<file path="src/shared/dai_pkg.sv">
// package: shared constants and types of the dac audio input link
package dai_pkg;
	// pcm formats, hardware pin codes
	localparam logic [1:0] FMT_LJ      = 2'h0;
	localparam logic [1:0] FMT_I2S     = 2'h1;
	localparam logic [1:0] FMT_RJ16    = 2'h2;
	localparam logic [1:0] FMT_RJ24    = 2'h3;
	// software format field codes
	localparam logic [3:0] SWF_OLM1    = 4'h8;
	localparam logic [3:0] SWF_OLM2    = 4'h9;
	localparam logic [3:0] SWF_OLM3    = 4'hA;
	localparam logic [3:0] SWF_OLM4    = 4'hB;
	localparam logic [3:0] SWF_TDM     = 4'hC;
	// upper mode pin codes
	localparam logic [2:0] UM_SSM      = 3'h0;
	localparam logic [2:0] UM_SSM_DEM  = 3'h1;
	localparam logic [2:0] UM_DSM      = 3'h2;
	localparam logic [2:0] UM_QSM      = 3'h3;
	localparam logic [2:0] UM_AUTO     = 3'h4;
	localparam logic [2:0] UM_AUTO_DEM = 3'h5;
	// speed modes
	typedef enum logic [1:0] {
		SPD_SINGLE = 2'h0,
		SPD_DOUBLE = 2'h1,
		SPD_QUAD   = 2'h2,
		SPD_AUTO   = 2'h3
	} dai_speed_type;
	// oversampling ratios per speed
	localparam logic [7:0] OSR_SINGLE  = 8'h80;
	localparam logic [7:0] OSR_DOUBLE  = 8'h40;
	localparam logic [7:0] OSR_QUAD    = 8'h20;
	// de-emphasis select
	localparam logic [1:0] DEM_OFF     = 2'h0;
	localparam logic [1:0] DEM_44K1    = 2'h2;
	// bit clocks per frame, slot and word widths in bits
	localparam int         BCK_128     = 128;
	localparam int         BCK_256     = 256;
	localparam int         SLOT_BITS   = 32;
	localparam int         W20         = 20;
	localparam int         W24         = 24;
	// one-line slot width in 128 fs mode
	localparam int         OLM1_SLOT   = 16;
	// auto-speed thresholds, master clocks per frame
	localparam logic [11:0] AUTO_DSM_MAX = 12'h200;
	localparam logic [11:0] AUTO_QSM_MAX = 12'h100;
	// link clock divider, 250 MHz / 32 = 7.8125 MHz bit clock
	localparam int         BCK_HALF    = 16;
endpackage

</file>
<file path="src/shared/dai_if.sv">
// interface: serial audio link between source and dac input
`timescale 1ns/100ps
interface dai_if;
	logic bitClock;
	logic frameClock;
	logic masterClock;
	logic serialDataIn1;
	logic serialDataIn4;
	modport dac (input bitClock, input frameClock, input masterClock, input serialDataIn1, input serialDataIn4);
	modport src (output bitClock, output frameClock, output masterClock, output serialDataIn1, output serialDataIn4);
endinterface

</file>
<file path="src/hdl/dai_fifo.sv">
// fifo: flip-flop buffer with valid and ready on both sides
`timescale 1ns/100ps
module dai_fifo #(
	parameter int WIDTH = 24,
	parameter int DEPTH = 8
) (
	// clock and reset
	input  wire logic             clk,
	input  wire logic             rstn,
	// fill side
	input  wire logic             inValid,
	output logic                  inReady,
	input  wire logic [WIDTH-1:0] inData,
	// drain side
	output logic                  outValid,
	input  wire logic             outReady,
	output logic      [WIDTH-1:0] outData
);
	localparam int AW = $clog2(DEPTH);
	if (DEPTH < 2 || (1 << AW) != DEPTH) begin : g_depth_check
		$error("fifo depth must be a power of two");
	end
	logic [WIDTH-1:0] mem_q [DEPTH];
	logic [AW:0]      wr_q;
	logic [AW:0]      rd_q;
	logic             push;
	logic             pop;
	assign inReady  = (wr_q - rd_q) != (AW+1)'(DEPTH);
	assign outValid = wr_q != rd_q;
	assign push     = inValid & inReady;
	assign pop      = outValid & outReady;
	assign outData  = mem_q[rd_q[AW-1:0]];
	always_ff @(posedge clk) begin
		if (!rstn) begin
			wr_q <= '0;
			rd_q <= '0;
		end else begin
			if (push) wr_q <= wr_q + 1'b1;
			if (pop) rd_q <= rd_q + 1'b1;
		end
	end
	always_ff @(posedge clk) begin
		if (push) mem_q[wr_q[AW-1:0]] <= inData;
	end
endmodule // dai_fifo

</file>
<file path="src/hdl/dai_dac_end.sv">
// device end: mode decode and serial audio receiver
`timescale 1ns/100ps
module dai_dac_end #(
	parameter int DEPTH = 8
) (
	// clock and reset
	input  wire logic        clk,
	input  wire logic        rstn,
	// serial link
	dai_if.dac               link,
	// mode pins
	input  wire logic        modePin0,
	input  wire logic        modePin1,
	input  wire logic        modePin2,
	input  wire logic        modePin3,
	input  wire logic        modePin4,
	// software fields
	input  wire logic        softwareMode,
	input  wire logic [3:0]  formatField,
	input  wire logic [1:0]  speedModeField,
	input  wire logic [1:0]  deemphField,
	input  wire logic        filterRolloffSelect,
	input  wire logic        bitstreamPcmSelect,
	input  wire logic [2:0]  bitstreamRateRatio,
	input  wire logic        bitstreamDirectPath,
	input  wire logic        bitstreamPhaseModEnable,
	input  wire logic        bitstreamPhaseModClockSel,
	input  wire logic        bitstreamStaticCheck,
	input  wire logic        bitstreamInvalidCheck,
	input  wire logic        autoMuteEnable,
	// decoded configuration
	output logic [3:0]       activeFormat,
	output logic [1:0]       activeSpeed,
	output logic [7:0]       oversampleRatio,
	output logic [1:0]       deemphSelect,
	output logic             slowRolloff,
	output logic             bitstreamMode,
	output logic [2:0]       bitstreamRate,
	output logic             directPath,
	output logic             phaseModOn,
	output logic             phaseModClk128,
	output logic [11:0]      masterPerFrame,
	// samples
	output logic             sampleValid,
	input  wire logic        sampleReady,
	output logic [26:0]      sampleData,
	output logic             bitstreamBad,
	output logic             muteControlOut
);
	if (DEPTH < 2) begin : g_depth_check
		$error("depth too small");
	end
	// pin and link synchronisers
	logic [6:0] s1_q;
	logic [6:0] s2_q;
	logic [6:0] s3_q;
	always_ff @(posedge clk) begin
		s1_q <= {link.masterClock, link.bitClock, link.frameClock, link.serialDataIn1, link.serialDataIn4, 2'b00};
		s2_q <= s1_q;
		s3_q <= s2_q;
	end
	logic [4:0] m1_q;
	logic [4:0] m2_q;
	always_ff @(posedge clk) begin
		m1_q <= {modePin4, modePin3, modePin2, modePin1, modePin0};
		m2_q <= m1_q;
	end
	logic bckRise;
	logic mckRise;
	logic frm;
	logic din1;
	logic din4;
	assign bckRise = s2_q[5] & ~s3_q[5];
	assign mckRise = s2_q[6] & ~s3_q[6];
	assign frm     = s2_q[4];
	assign din1    = s2_q[3];
	assign din4    = s2_q[2];
	// master clocks per frame
	logic [11:0] mcnt_q;
	logic        frmEdge;
	assign frmEdge = frm & ~s3_q[4];
	always_ff @(posedge clk) begin
		if (!rstn) begin
			mcnt_q         <= '0;
			masterPerFrame <= '0;
		end else if (frmEdge) begin
			masterPerFrame <= mcnt_q;
			mcnt_q         <= '0;
		end else if (mckRise) begin
			mcnt_q <= mcnt_q + 12'h001;
		end
	end
	// configuration decode
	logic [3:0] fmt_d;
	logic [1:0] spd_d;
	logic [1:0] dem_d;
	logic       bs_d;
	logic [2:0] rate_d;
	always_comb begin
		fmt_d  = {2'b00, m2_q[1:0]};
		spd_d  = dai_pkg::SPD_SINGLE;
		dem_d  = dai_pkg::DEM_OFF;
		bs_d   = 1'b0;
		rate_d = m2_q[2:0];
		unique case (m2_q[4:2])
			dai_pkg::UM_SSM: spd_d = dai_pkg::SPD_SINGLE;
			dai_pkg::UM_SSM_DEM: begin
				dem_d = dai_pkg::DEM_44K1;
			end
			dai_pkg::UM_DSM: spd_d = dai_pkg::SPD_DOUBLE;
			dai_pkg::UM_QSM: spd_d = dai_pkg::SPD_QUAD;
			dai_pkg::UM_AUTO: spd_d = dai_pkg::SPD_AUTO;
			dai_pkg::UM_AUTO_DEM: begin
				spd_d = dai_pkg::SPD_AUTO;
				dem_d = dai_pkg::DEM_44K1;
			end
			default: bs_d = 1'b1;
		endcase
		if (softwareMode) begin
			fmt_d  = formatField;
			spd_d  = speedModeField;
			dem_d  = deemphField;
			bs_d   = bitstreamPcmSelect;
			rate_d = bitstreamRateRatio;
		end
	end
	// auto speed from counted ratio
	logic [1:0] spdEff;
	always_comb begin
		spdEff = spd_d;
		if (spd_d == dai_pkg::SPD_AUTO) begin
			if (masterPerFrame <= dai_pkg::AUTO_QSM_MAX) spdEff = dai_pkg::SPD_QUAD;
			else if (masterPerFrame <= dai_pkg::AUTO_DSM_MAX) spdEff = dai_pkg::SPD_DOUBLE;
			else spdEff = dai_pkg::SPD_SINGLE;
		end
	end
	always_ff @(posedge clk) begin
		if (!rstn) begin
			activeFormat    <= '0;
			activeSpeed     <= dai_pkg::SPD_SINGLE;
			oversampleRatio <= dai_pkg::OSR_SINGLE;
			deemphSelect    <= dai_pkg::DEM_OFF;
			slowRolloff     <= 1'b0;
			bitstreamMode   <= 1'b0;
			bitstreamRate   <= '0;
			directPath      <= 1'b0;
			phaseModOn      <= 1'b0;
			phaseModClk128  <= 1'b0;
		end else begin
			activeFormat    <= fmt_d;
			activeSpeed     <= spdEff;
			oversampleRatio <= spdEff == dai_pkg::SPD_QUAD ? dai_pkg::OSR_QUAD :
				spdEff == dai_pkg::SPD_DOUBLE ? dai_pkg::OSR_DOUBLE : dai_pkg::OSR_SINGLE;
			deemphSelect    <= dem_d;
			slowRolloff     <= softwareMode & filterRolloffSelect;
			bitstreamMode   <= bs_d;
			bitstreamRate   <= rate_d;
			directPath      <= softwareMode & bitstreamDirectPath;
			phaseModOn      <= softwareMode & bitstreamPhaseModEnable;
			phaseModClk128  <= softwareMode & bitstreamPhaseModClockSel;
		end
	end
	// serial receiver: slot bit counter from frame edge
	logic [8:0]  bit_q;
	logic [23:0] sh1_q;
	logic [23:0] sh4_q;
	logic        lastFrm_q;
	logic        frameStart;
	logic        slotEnd;
	logic [5:0]  slotLen;
	logic [4:0]  wordLen;
	logic [2:0]  slot;
	logic        use4;
	logic        pm_q;
	logic        bad_q;
	assign frameStart = bckRise & (frm != lastFrm_q) & (fmt_d == dai_pkg::SWF_TDM ? frm : 1'b1);
	always_comb begin
		slotLen = 6'(dai_pkg::SLOT_BITS);
		wordLen = 5'(dai_pkg::W24);
		use4    = 1'b0;
		unique case (activeFormat)
			dai_pkg::SWF_OLM1: begin
				slotLen = 6'(dai_pkg::OLM1_SLOT);
				wordLen = 5'(dai_pkg::W20);
				use4    = 1'b1;
			end
			dai_pkg::SWF_OLM2: use4 = 1'b1;
			dai_pkg::SWF_OLM3: wordLen = 5'(dai_pkg::W20);
			default: wordLen = activeFormat == {2'b00, dai_pkg::FMT_RJ16} ? 5'h10 : 5'(dai_pkg::W24);
		endcase
	end
	assign slot    = 3'(bit_q / 9'(slotLen));
	assign slotEnd = bckRise & ((bit_q % 9'(slotLen)) == 9'(slotLen - 6'h01));
	always_ff @(posedge clk) begin
		if (!rstn) begin
			bit_q     <= '0;
			lastFrm_q <= 1'b0;
			sh1_q     <= '0;
			sh4_q     <= '0;
			pm_q      <= 1'b0;
			bad_q     <= 1'b0;
		end else if (bckRise) begin
			lastFrm_q <= frm;
			bit_q     <= frameStart ? 9'h000 : bit_q + 9'h001;
			if (frameStart || (bit_q % 9'(slotLen)) < 9'(wordLen)) begin
				sh1_q <= {sh1_q[22:0], din1};
				sh4_q <= {sh4_q[22:0], din4};
			end
			pm_q  <= din1;
			bad_q <= bitstreamMode & phaseModOn & (pm_q == din1) & bit_q[0] &
				(bitstreamStaticCheck | bitstreamInvalidCheck);
		end
	end
	// frame samples into fifo
	logic        fifoInValid;
	logic [26:0] fifoInData;
	assign fifoInValid = slotEnd & ~bitstreamMode & (slot < 3'h6 || !use4 || bit_q < 9'h0C0);
	assign fifoInData  = {slot, (use4 && slot >= 3'h6) ? sh4_q : sh1_q};
	dai_fifo #(.WIDTH(27), .DEPTH(DEPTH)) buffer (
		.clk      (clk),
		.rstn     (rstn),
		.inValid  (fifoInValid),
		.inReady  (),
		.inData   (fifoInData),
		.outValid (sampleValid),
		.outReady (sampleReady),
		.outData  (sampleData)
	);
	always_ff @(posedge clk) begin
		if (!rstn) begin
			bitstreamBad   <= 1'b0;
			muteControlOut <= 1'b0;
		end else begin
			bitstreamBad   <= bad_q;
			muteControlOut <= autoMuteEnable & bad_q;
		end
	end
endmodule // dai_dac_end

</file>
<file path="src/flat_wrapper.sv">
// flat-port wrapper written by rule: the top's interface ports become plain ports
module dai_dac_end_flat 
#(
	parameter int DEPTH = 8
)
  (clk, rstn, modePin0, modePin1, modePin2, modePin3, modePin4, softwareMode, formatField, speedModeField, deemphField, filterRolloffSelect, bitstreamPcmSelect, bitstreamRateRatio, bitstreamDirectPath, bitstreamPhaseModEnable, bitstreamPhaseModClockSel, bitstreamStaticCheck, bitstreamInvalidCheck, autoMuteEnable, activeFormat, activeSpeed, oversampleRatio, deemphSelect, slowRolloff, bitstreamMode, bitstreamRate, directPath, phaseModOn, phaseModClk128, masterPerFrame, sampleValid, sampleReady, sampleData, bitstreamBad, muteControlOut, link_bitClock, link_frameClock, link_masterClock, link_serialDataIn1, link_serialDataIn4);
  dai_if link_i ();
  input  wire logic clk;
  input  wire logic rstn;
  input  wire logic modePin0;
  input  wire logic modePin1;
  input  wire logic modePin2;
  input  wire logic modePin3;
  input  wire logic modePin4;
  input  wire logic softwareMode;
  input  wire logic [3:0] formatField;
  input  wire logic [1:0] speedModeField;
  input  wire logic [1:0] deemphField;
  input  wire logic filterRolloffSelect;
  input  wire logic bitstreamPcmSelect;
  input  wire logic [2:0] bitstreamRateRatio;
  input  wire logic bitstreamDirectPath;
  input  wire logic bitstreamPhaseModEnable;
  input  wire logic bitstreamPhaseModClockSel;
  input  wire logic bitstreamStaticCheck;
  input  wire logic bitstreamInvalidCheck;
  input  wire logic autoMuteEnable;
  output logic [3:0] activeFormat;
  output logic [1:0] activeSpeed;
  output logic [7:0] oversampleRatio;
  output logic [1:0] deemphSelect;
  output logic slowRolloff;
  output logic bitstreamMode;
  output logic [2:0] bitstreamRate;
  output logic directPath;
  output logic phaseModOn;
  output logic phaseModClk128;
  output logic [11:0] masterPerFrame;
  output logic sampleValid;
  input  wire logic sampleReady;
  output logic [26:0] sampleData;
  output logic bitstreamBad;
  output logic muteControlOut;
  input wire logic [$bits(link_i.bitClock)-1:0] link_bitClock;
  input wire logic [$bits(link_i.frameClock)-1:0] link_frameClock;
  input wire logic [$bits(link_i.masterClock)-1:0] link_masterClock;
  input wire logic [$bits(link_i.serialDataIn1)-1:0] link_serialDataIn1;
  input wire logic [$bits(link_i.serialDataIn4)-1:0] link_serialDataIn4;
  assign link_i.bitClock = link_bitClock;
  assign link_i.frameClock = link_frameClock;
  assign link_i.masterClock = link_masterClock;
  assign link_i.serialDataIn1 = link_serialDataIn1;
  assign link_i.serialDataIn4 = link_serialDataIn4;
  dai_dac_end #(.DEPTH(DEPTH)) u_core (.clk(clk), .rstn(rstn), .link(link_i), .modePin0(modePin0), .modePin1(modePin1), .modePin2(modePin2), .modePin3(modePin3), .modePin4(modePin4), .softwareMode(softwareMode), .formatField(formatField), .speedModeField(speedModeField), .deemphField(deemphField), .filterRolloffSelect(filterRolloffSelect), .bitstreamPcmSelect(bitstreamPcmSelect), .bitstreamRateRatio(bitstreamRateRatio), .bitstreamDirectPath(bitstreamDirectPath), .bitstreamPhaseModEnable(bitstreamPhaseModEnable), .bitstreamPhaseModClockSel(bitstreamPhaseModClockSel), .bitstreamStaticCheck(bitstreamStaticCheck), .bitstreamInvalidCheck(bitstreamInvalidCheck), .autoMuteEnable(autoMuteEnable), .activeFormat(activeFormat), .activeSpeed(activeSpeed), .oversampleRatio(oversampleRatio), .deemphSelect(deemphSelect), .slowRolloff(slowRolloff), .bitstreamMode(bitstreamMode), .bitstreamRate(bitstreamRate), .directPath(directPath), .phaseModOn(phaseModOn), .phaseModClk128(phaseModClk128), .masterPerFrame(masterPerFrame), .sampleValid(sampleValid), .sampleReady(sampleReady), .sampleData(sampleData), .bitstreamBad(bitstreamBad), .muteControlOut(muteControlOut));
endmodule
</file>
<file path="config.mk">
export PLATFORM = sky130hd
export DESIGN_NAME = dai_dac_end_flat
export DESIGN_NICKNAME = d
export VERILOG_FILES = /design/src/shared/dai_pkg.sv /design/src/shared/dai_if.sv /design/src/hdl/dai_fifo.sv /design/src/hdl/dai_dac_end.sv /design/src/flat_wrapper.sv
export SDC_FILE = /design/constraint.sdc
export NUM_CORES = 1
export LEC_CHECK = 0
export BUFFER_PORTS_ARGS = -buffer_cell sky130_fd_sc_hd__clkbuf_2
export CORE_MARGIN = 1.5
export CORE_UTILIZATION = 54
export CTS_CLUSTER_DIAMETER = 50
export DETAILED_ROUTE_END_ITERATION = 16
export GPL_TIMING_DRIVEN = 1
export HOLD_SLACK_MARGIN = 0.15
export MAX_ROUTING_LAYER = met4
export PLACE_DENSITY = 0.82
export SLEW_MARGIN = 20
export SYNTH_ARGS = -nofsm -noshare
export SYNTH_HDL_FRONTEND = slang
export SYNTH_HIERARCHICAL = 1
export SYNTH_SLANG_ARGS = --single-unit
</file>
<file path="constraint.sdc">
create_clock -name clk -period 11.3 [get_ports clk]
set_input_delay 1.13 -clock clk [delete_from_list [all_inputs] [get_ports clk]]
set_output_delay 1.13 -clock clk [all_outputs]
set_load 0.01 [all_outputs]
</file>
==> summary.txt, run 1 <==
Layout
  – Post-route insts no fill: 1422
  – Final Instance Area: 16300 um2
  – Area growth syn-to-layout: 13.9%
  – Share of cells above drive strength 1: 26.4%
  – ANT cells: 0
  – Fin util: 62.6%
  – Count of nets after finishing: 1115

Run
  – Maxcap violations: 0

Timing
  – Setup_tns: 0 ns
  – Min Hold Slack: 0.326 ns
  – Rel. slew slack: 41.2%
  – Final setup viols: 0
  – Clock skew: 0.0213 ns
  – Peak Freq: 96.5 MHz
  – Final Hold Viols: 0
  – Min Tclk post-route: 10.36 ns
  – Max Slew Vio Count: 0
  – RSZ-0062 raised after global routing: no
  – Worst setup margin: 0.942 ns
  – Period Utilization, post-route: 91.7%
  – Slew @ Worst Pin: 0.882 ns

Die
  – Die height: 166 um
  – Width of the chip: 166 um
  – Starting Density: 55.0%
  – Core Area: 26100 um2
  – Row Count: 59
  – I/O pins: 99
  – Die area: 27500 um2

Pwr
  – Worst ir drop on vdd: 0.000146 V
  – Total power: 2.66 mW
  – Static Leak: 6.17 nW
  – Pwr Density: 163 nW/um2

Detailed routing
  – Detailed Routing Iterations Pass 1: 5
  – Residual DRC: 0
  – Post-route antenna net violation count: 0
  – Via/cell ratio: 5.64
  – Routed via count: 8024
  – WL/cell: 18.9 um
  – DRT iter0 DRCs: 566
  – WL final: 26900 um

Clocking
  – Hold Buf Count CTS: 0
  – Root buf cell: clkbuf_16
  – CTS tree: done
  – Clock transition at path regs: 0.06 ns
  – Clock buffer depth: 3
  – # Post-CTS Setup Buffers: 0
  – Clock sinks: 355
  – H-Tree Level Count: 2
  – Clk Latency, worst-skew pair: 0.52 ns
  – Resize count post-CTS: 0
  – Number of buffers created by CTS: 36

Setup path
  – Critical Path AT: 10.53 ns
  – Crit-path slowest cell: or4b_1
  – R2R Path Start: u_core/activeFormat[1]
  – Worst path required time: 11.47 ns
  – Most used cell, CP: ha_1
  – CP bufs+invs: 5
  – Slowest Stage Delay on Critical Path: 0.69 ns
  – CP startpoint kind: flip-flop
  – CP max FO: 27
  – Critical path type: reg -> reg
  – Kind of cell adding the most delay to the critical path: simple AND/OR/NAND/NOR gates
  – Element type at the critical path end: flip-flop
  – Crit. Startpoint: u_core/activeFormat[1]

Run status
  – Status: finished, final reports clean

Min path
  – Hold Crit Start: u_core/s1_q[3]
  – Worst Hold Class: reg -> reg

Synthesis
  – Synthesized cell area: 14300 um2
  – YS warnings: 6
  – Mapped Cells: 968
  – Syn_area_per_cell: 14.8 um2

Placed design
  – Placement Setup Slack: 1.22 ns
  – I/O Buffers: 93
  – Routability Congestion: 0.859
  – Dpl cells: 1357
  – HPWL after detailed placement: 16800 um
  – Area after DPL: 15100 um2

Global route
  – Total gr overflow: 0
  – Largest net degree at the start of global routing: 97
  – Vias in the first global route: 8060
  – First-pass GRT wire length: 43100 um
  – Antenna violations before repair: 0
  – Tot GR Track Use: 20.3%
==> registers in the layout (all words and copies together), names as in the netlist, 3 cells and up, named ones only <==
signal / count
u_core/s3_q: 3
u_core/buffer/rd_q: 4
u_core/m2_q: 5
u_core/activeFormat: 4
u_core/oversampleRatio: 3
u_core/buffer/wr_q: 4
u_core/bit_q: 9
u_core/sh1_q: 24
u_core/s2_q: 5
u_core/bitstreamRate: 3
u_core/buffer/mem_q: 216
u_core/sh4_q: 24
u_core/m1_q: 5
u_core/masterPerFrame: 12
u_core/mcnt_q: 12
u_core/s1_q: 5
==> report_power, final <==
part	internal [mW]	switching, mW
logic	0.0282	0.0422
clock network	0.747	0.471
registers	1.37	0.00505
total	2.15	0.518
==> worst reg2reg max path, delay by kind of cell, from the launching register on <==
family                   cells  cell delay, ns
AND/OR/NAND/NOR             16            5.00
AO/OA/AOI/OAI               11            1.61
adder cells (fa/ha/maj)      5            1.38
buffers and inverters        5            1.05
multiplexers                 2            0.53
flip-flops                   1            0.34
XOR/XNOR                     1            0.09
==> cell usage in the layout, fill, tap and decap left out, drive strengths merged, types with 11 or more instances in the layout <==
cell    instances
mux2           54
ha             21
inv            23
nand3          11
nor2           42
mux2i          57
dfxtp         139
buf            13
nor4           14
and3           17
nand2         112
mux4           54
edfxtp        216
o21ai          12
xor2           17
a21boi         20
clkbuf        139
==> layout make-up <==
cell class,count,area (um2)
clock inverter,18,259
sequential,355,9270
inverter,20,75.1
tap,335,419
multi-input combinational,542,4750
clock buffer,46,968
fill,1858,9740
timing repair buffer,106,576
==> path summary, 6_finish.rpt <==
| check | to | slack, ns | cells past startpoint |
|---|---|---|---|
| min | u_core/s2_q[3] | 0.33 | 0 |
| min reg2reg | u_core/s2_q[3] | 0.33 | 0 |
| max | u_core/buffer/mem_q[4][16] | 0.94 | 40 |
| max reg2reg | u_core/buffer/mem_q[4][16] | 0.94 | 40 |
==> routing by layer <==
layer	part of all wire [%]	vias to the layer above	global-route usage [%]
met1	44	3962	27.5
met2	49	225	32.4
met3	5.1	39	3.22
met4	1.8	0	5.25
li1	-	3798	-
met5	0	-	-
Note: power is estimated with default switching activity, not from simulation.
==> run 2, diff against run 1 <==
--- a/config.mk
+++ b/config.mk
@@ -17,5 +17,4 @@
 export SLEW_MARGIN = 20
 export SYNTH_ARGS = -nofsm -noshare
 export SYNTH_HDL_FRONTEND = slang
-export SYNTH_HIERARCHICAL = 1
 export SYNTH_SLANG_ARGS = --single-unit
==> summary.txt, run 2 <==
Die
  – Core Area: 25900 um2 (was 26100 um2)
  – Row Count: 59 (unchanged)
  – Width of the chip: 165 um (was 166 um)
  – Starting Density: 54.7% (was 55.0%)
  – Die area: 27200 um2 (was 27500 um2)
  – Die height: 165 um (was 166 um)
  – I/O pins: 99 (unchanged)

Pwr
  – Static Leak: 5.81 nW (was 6.17 nW)
  – Net Sw Power: 528 uW (was 518 uW)
  – Pint: 2.11 mW (was 2.15 mW)
  – Clock share of power: 45.2% (was 45.7%)
  – Pwr Density: 162 nW/um2 (was 163 nW/um2)
  – Worst ir drop on vdd: 0.000174 V (was 0.000146 V)
  – Total power: 2.64 mW (was 2.66 mW)
  – Reg power frac: 52.2% (was 51.7%)
  – Sw Share: 20.1% (was 19.4%)
  – Comb power frac: 2.6% (about the same)

Synthesis
  – YS warnings: 0 (was 6)
  – FF+latch count, synth: 355
  – Distinct cells, synth: 65
  – Synthesized cell area: 14200 um2 (was 14300 um2)
  – Post-synth top cells: 216 x edfxtp_1, 139 x dfxtp_1, 109 x nand2_1
  – Share of the synthesized area in the top cell type: 45.8%
  – Async set-reset flop share out of synthesis: 0%
  – Main synth FF type: edfxtp_1
  – EDFF count, synth: 216
  – Count leader, synth: edfxtp_1
  – Syn_area_per_cell: 14.7 um2 (was 14.8 um2)
  – Synth area leader: edfxtp_1
  – Mapped Cells: 963 (was 968)
  – Synth top area cells: edfxtp_1 46%, dfxtp_1 20%, mux4_2 8.6%, mux2i_1 4.1%, mux2_2 4.1%
  – Post-synthesis sequential area ratio: 65.4%

Run
  – Maxcap violations: 0 (unchanged)

Setup path
  – Crit. Startpoint: u_core.activeFormat[2] (was u_core/activeFormat[1])
  – FF-to-FF setup slack: 2.44 ns (was 0.94 ns)
  – Critical path type: reg -> reg (unchanged)
  – Most used cell, CP: ha_1 (unchanged)
  – Crit-path slowest cell: or4b_1 (unchanged)
  – Element type at the critical path end: flip-flop (unchanged)
  – R2R Path Start: u_core.activeFormat[2] (was u_core/activeFormat[1])
  – Slowest Stage Delay on Critical Path: 0.77 ns (was 0.69 ns)
  – Path depth of the worst reg2reg path: 29 (was 40)
  – Crit Reg-Reg Endpoint: u_core.buffer.mem_q[7][23] (was u_core/buffer/mem_q[4][16])
  – Critical Path AT: 9.05 ns (was 10.53 ns)
  – Worst path required time: 11.49 ns (was 11.47 ns)
  – CP max FO: 17 (was 27)
  – CP startpoint kind: flip-flop (unchanged)

Timing
  – Slew @ Worst Pin: 0.747 ns (was 0.882 ns)
  – Clock skew: 0.0141 ns (was 0.0213 ns)
  – Setup_tns: 0 ns (unchanged)
  – Min Tclk post-route: 8.86 ns (was 10.36 ns)
  – Max Slew Vio Count: 0 (unchanged)
  – Peak Freq: 113 MHz (was 96.5 MHz)
  – RSZ-0062 raised after global routing: no (unchanged)
  – Final setup viols: 0 (unchanged)
  – Final Hold Viols: 0 (unchanged)
  – Rel. slew slack: 50.2% (was 41.2%)
  – Period Utilization, post-route: 78.4% (was 91.7%)

Detailed routing
  – Routed via count: 8170 (was 8024)
  – Detailed Routing Iterations Pass 1: 5 (unchanged)
  – WL/cell: 19.4 um (was 18.9 um)
  – DRT iter0 DRCs: 510 (was 566)
  – Via/cell ratio: 5.75 (was 5.64)
  – Residual DRC: 0 (unchanged)
  – Post-route antenna net violation count: 0 (unchanged)
  – WL final: 27500 um (was 26900 um)

Clocking
  – Clock transition at path regs: 0.06 ns (about the same)
  – # Post-CTS Setup Buffers: 0 (unchanged)
  – Hold Buf Count CTS: 0 (unchanged)
  – Root buf cell: clkbuf_16 (unchanged)
  – Clock buffer depth: 3 (unchanged)
  – Clock sinks: 355 (unchanged)
  – Number of buffers created by CTS: 37 (was 36)
  – CTS tree: done (unchanged)
  – Resize count post-CTS: 0 (unchanged)
  – H-Tree Level Count: 2 (unchanged)
  – Clk Latency, worst-skew pair: 0.52 ns (about the same)

Global route
  – Largest net degree at the start of global routing: 66 (was 97)
  – First-pass GRT wire length: 43100 um (about the same)
  – Tot GR Track Use: 21.5% (was 20.3%)
  – Vias in the first global route: 8107 (was 8060)
  – Antenna violations before repair: 1 (was 0)
  – Total gr overflow: 0 (unchanged)

Layout
  – Area growth syn-to-layout: 14.6% (was 13.9%)
  – Number of fill cells in the layout: 1818 (was 1858)
  – Final Instance Area: 16200 um2 (was 16300 um2)
  – Most frequent cells in the layout: 216 x edfxtp_1, 137 x dfxtp_1, 109 x nand2_1 (was 216 x edfxtp_1, 137 x dfxtp_1, 112 x nand2_1)
  – Most common cell after layout, fill and taps aside: edfxtp_1 (unchanged)
  – Largest register FFs: 216 (unchanged)
  – Count of nets after finishing: 1113 (was 1115)
  – Fin util: 62.7% (was 62.6%)
  – Share of cells above drive strength 1: 27.3% (was 26.4%)

Min path
  – Worst Hold Class: reg -> reg (unchanged)
  – Hold Crit Start: u_core.s1_q[6] (was u_core/s1_q[3])
  – Hold path cells: 0 (unchanged)
  – Hold Crit Endpoint: u_core.s2_q[6] (was u_core/s2_q[3])

Placed design
  – Area after DPL: 15000 um2 (was 15100 um2)
  – I/O Buffers: 93 (unchanged)
  – Routability Congestion: 0.888 (was 0.859)
  – HPWL after detailed placement: 17300 um (was 16800 um)

Run status
  – Status: finished, final reports clean (unchanged)
run 2: per-stage QoR:
step | instances | hold slack (ns) | worst slack, ns
after floorplan | 967 | 0.310 | 1.43
after global placement | 1354 | 0.310 | 2.79
after detailed placement | 1354 | 0.312 | 2.55
after CTS | 1419 | 0.327 | 2.49
after global routing | 1421 | 0.331 | 1.95
final | 1421 | 0.326 | 2.44
run 2: power groups by stage:
stage / Clock, mW / Combinational, mW / Sequential (mW)
CTS: 1.21 / 0.0682 / 1.38
global placement: 0 / 0.0670 / 1.40
global route: 1.27 / 0.0744 / 1.38
detailed placement: 0 / 0.0677 / 1.40
finish: 1.19 / 0.0680 / 1.38
floorplan: 0 / 0.0483 / 1.40
run 2: how the worst max path moves through the flow:
stage               depth (start not counted)  slack, ns                    endpoint
floorplan                                  33       1.43   u_core.buffer.mem_q[1][0]
global placement                           30       2.79  u_core.buffer.mem_q[7][25]
detailed placement                         29       2.55  u_core.buffer.mem_q[7][25]
CTS                                        29       2.49  u_core.buffer.mem_q[7][23]
global route                               29       1.95  u_core.buffer.mem_q[7][20]
finish                                     29       2.44  u_core.buffer.mem_q[7][23]
run 2: worst max-delay path: cells and delay by family, from the launching register on:
kind                     cells  cell delay [ns]
AO/OA/AOI/OAI                7             1.20
adder cells (fa/ha/maj)      5             1.48
buffers and inverters        3             0.77
flip-flops                   1             0.34
multiplexers                 2             0.44
AND/OR/NAND/NOR             12             4.24
run 2: cell type report:
type	instances	area [um2]	share of cell area, %
Clock buffer	45	1010	6.21
Tap cell	335	419	2.58
Multi-Input combinational cell	538	4670	28.7
Antenna cell	1	2.50	0.0154
Timing Repair Buffer	108	598	3.68
Inverter	19	71.3	0.439
Clock inverter	20	204	1.26
Sequential cell	355	9270	57.1
run 2: cell families (layout without fill, tap and decap cells):
group                      count (synthesis)  after routing  synth area share (%)
AOI/OAI and AO/OA                         74             74                  3.58
muxes                                    165            165                  16.9
xor gates and xnor gates                  22             22                  1.36
and+or+nand+nor                          251            251                  8.62
adders and majority gates                 21             21                  1.85
buffers and inverters                     74            192                  2.23
other                                      1              6                0.0265
DFF                                      355            355                  65.4
run 2: layer usage:
| layer | GRT usage (%) | share of wire (%) | wire (um) | vias to the layer above |
|---|---|---|---|---|
| met5 | - | 0 | 0 | - |
| met1 | 28.5 | 44 | 12000 | 4048 |
| met2 | 33.9 | 48 | 13100 | 268 |
| met3 | 3.87 | 6.4 | 1750 | 55 |
| met4 | 6.63 | 2.4 | 667 | 0 |
| li1 | - | - | - | 3799 |
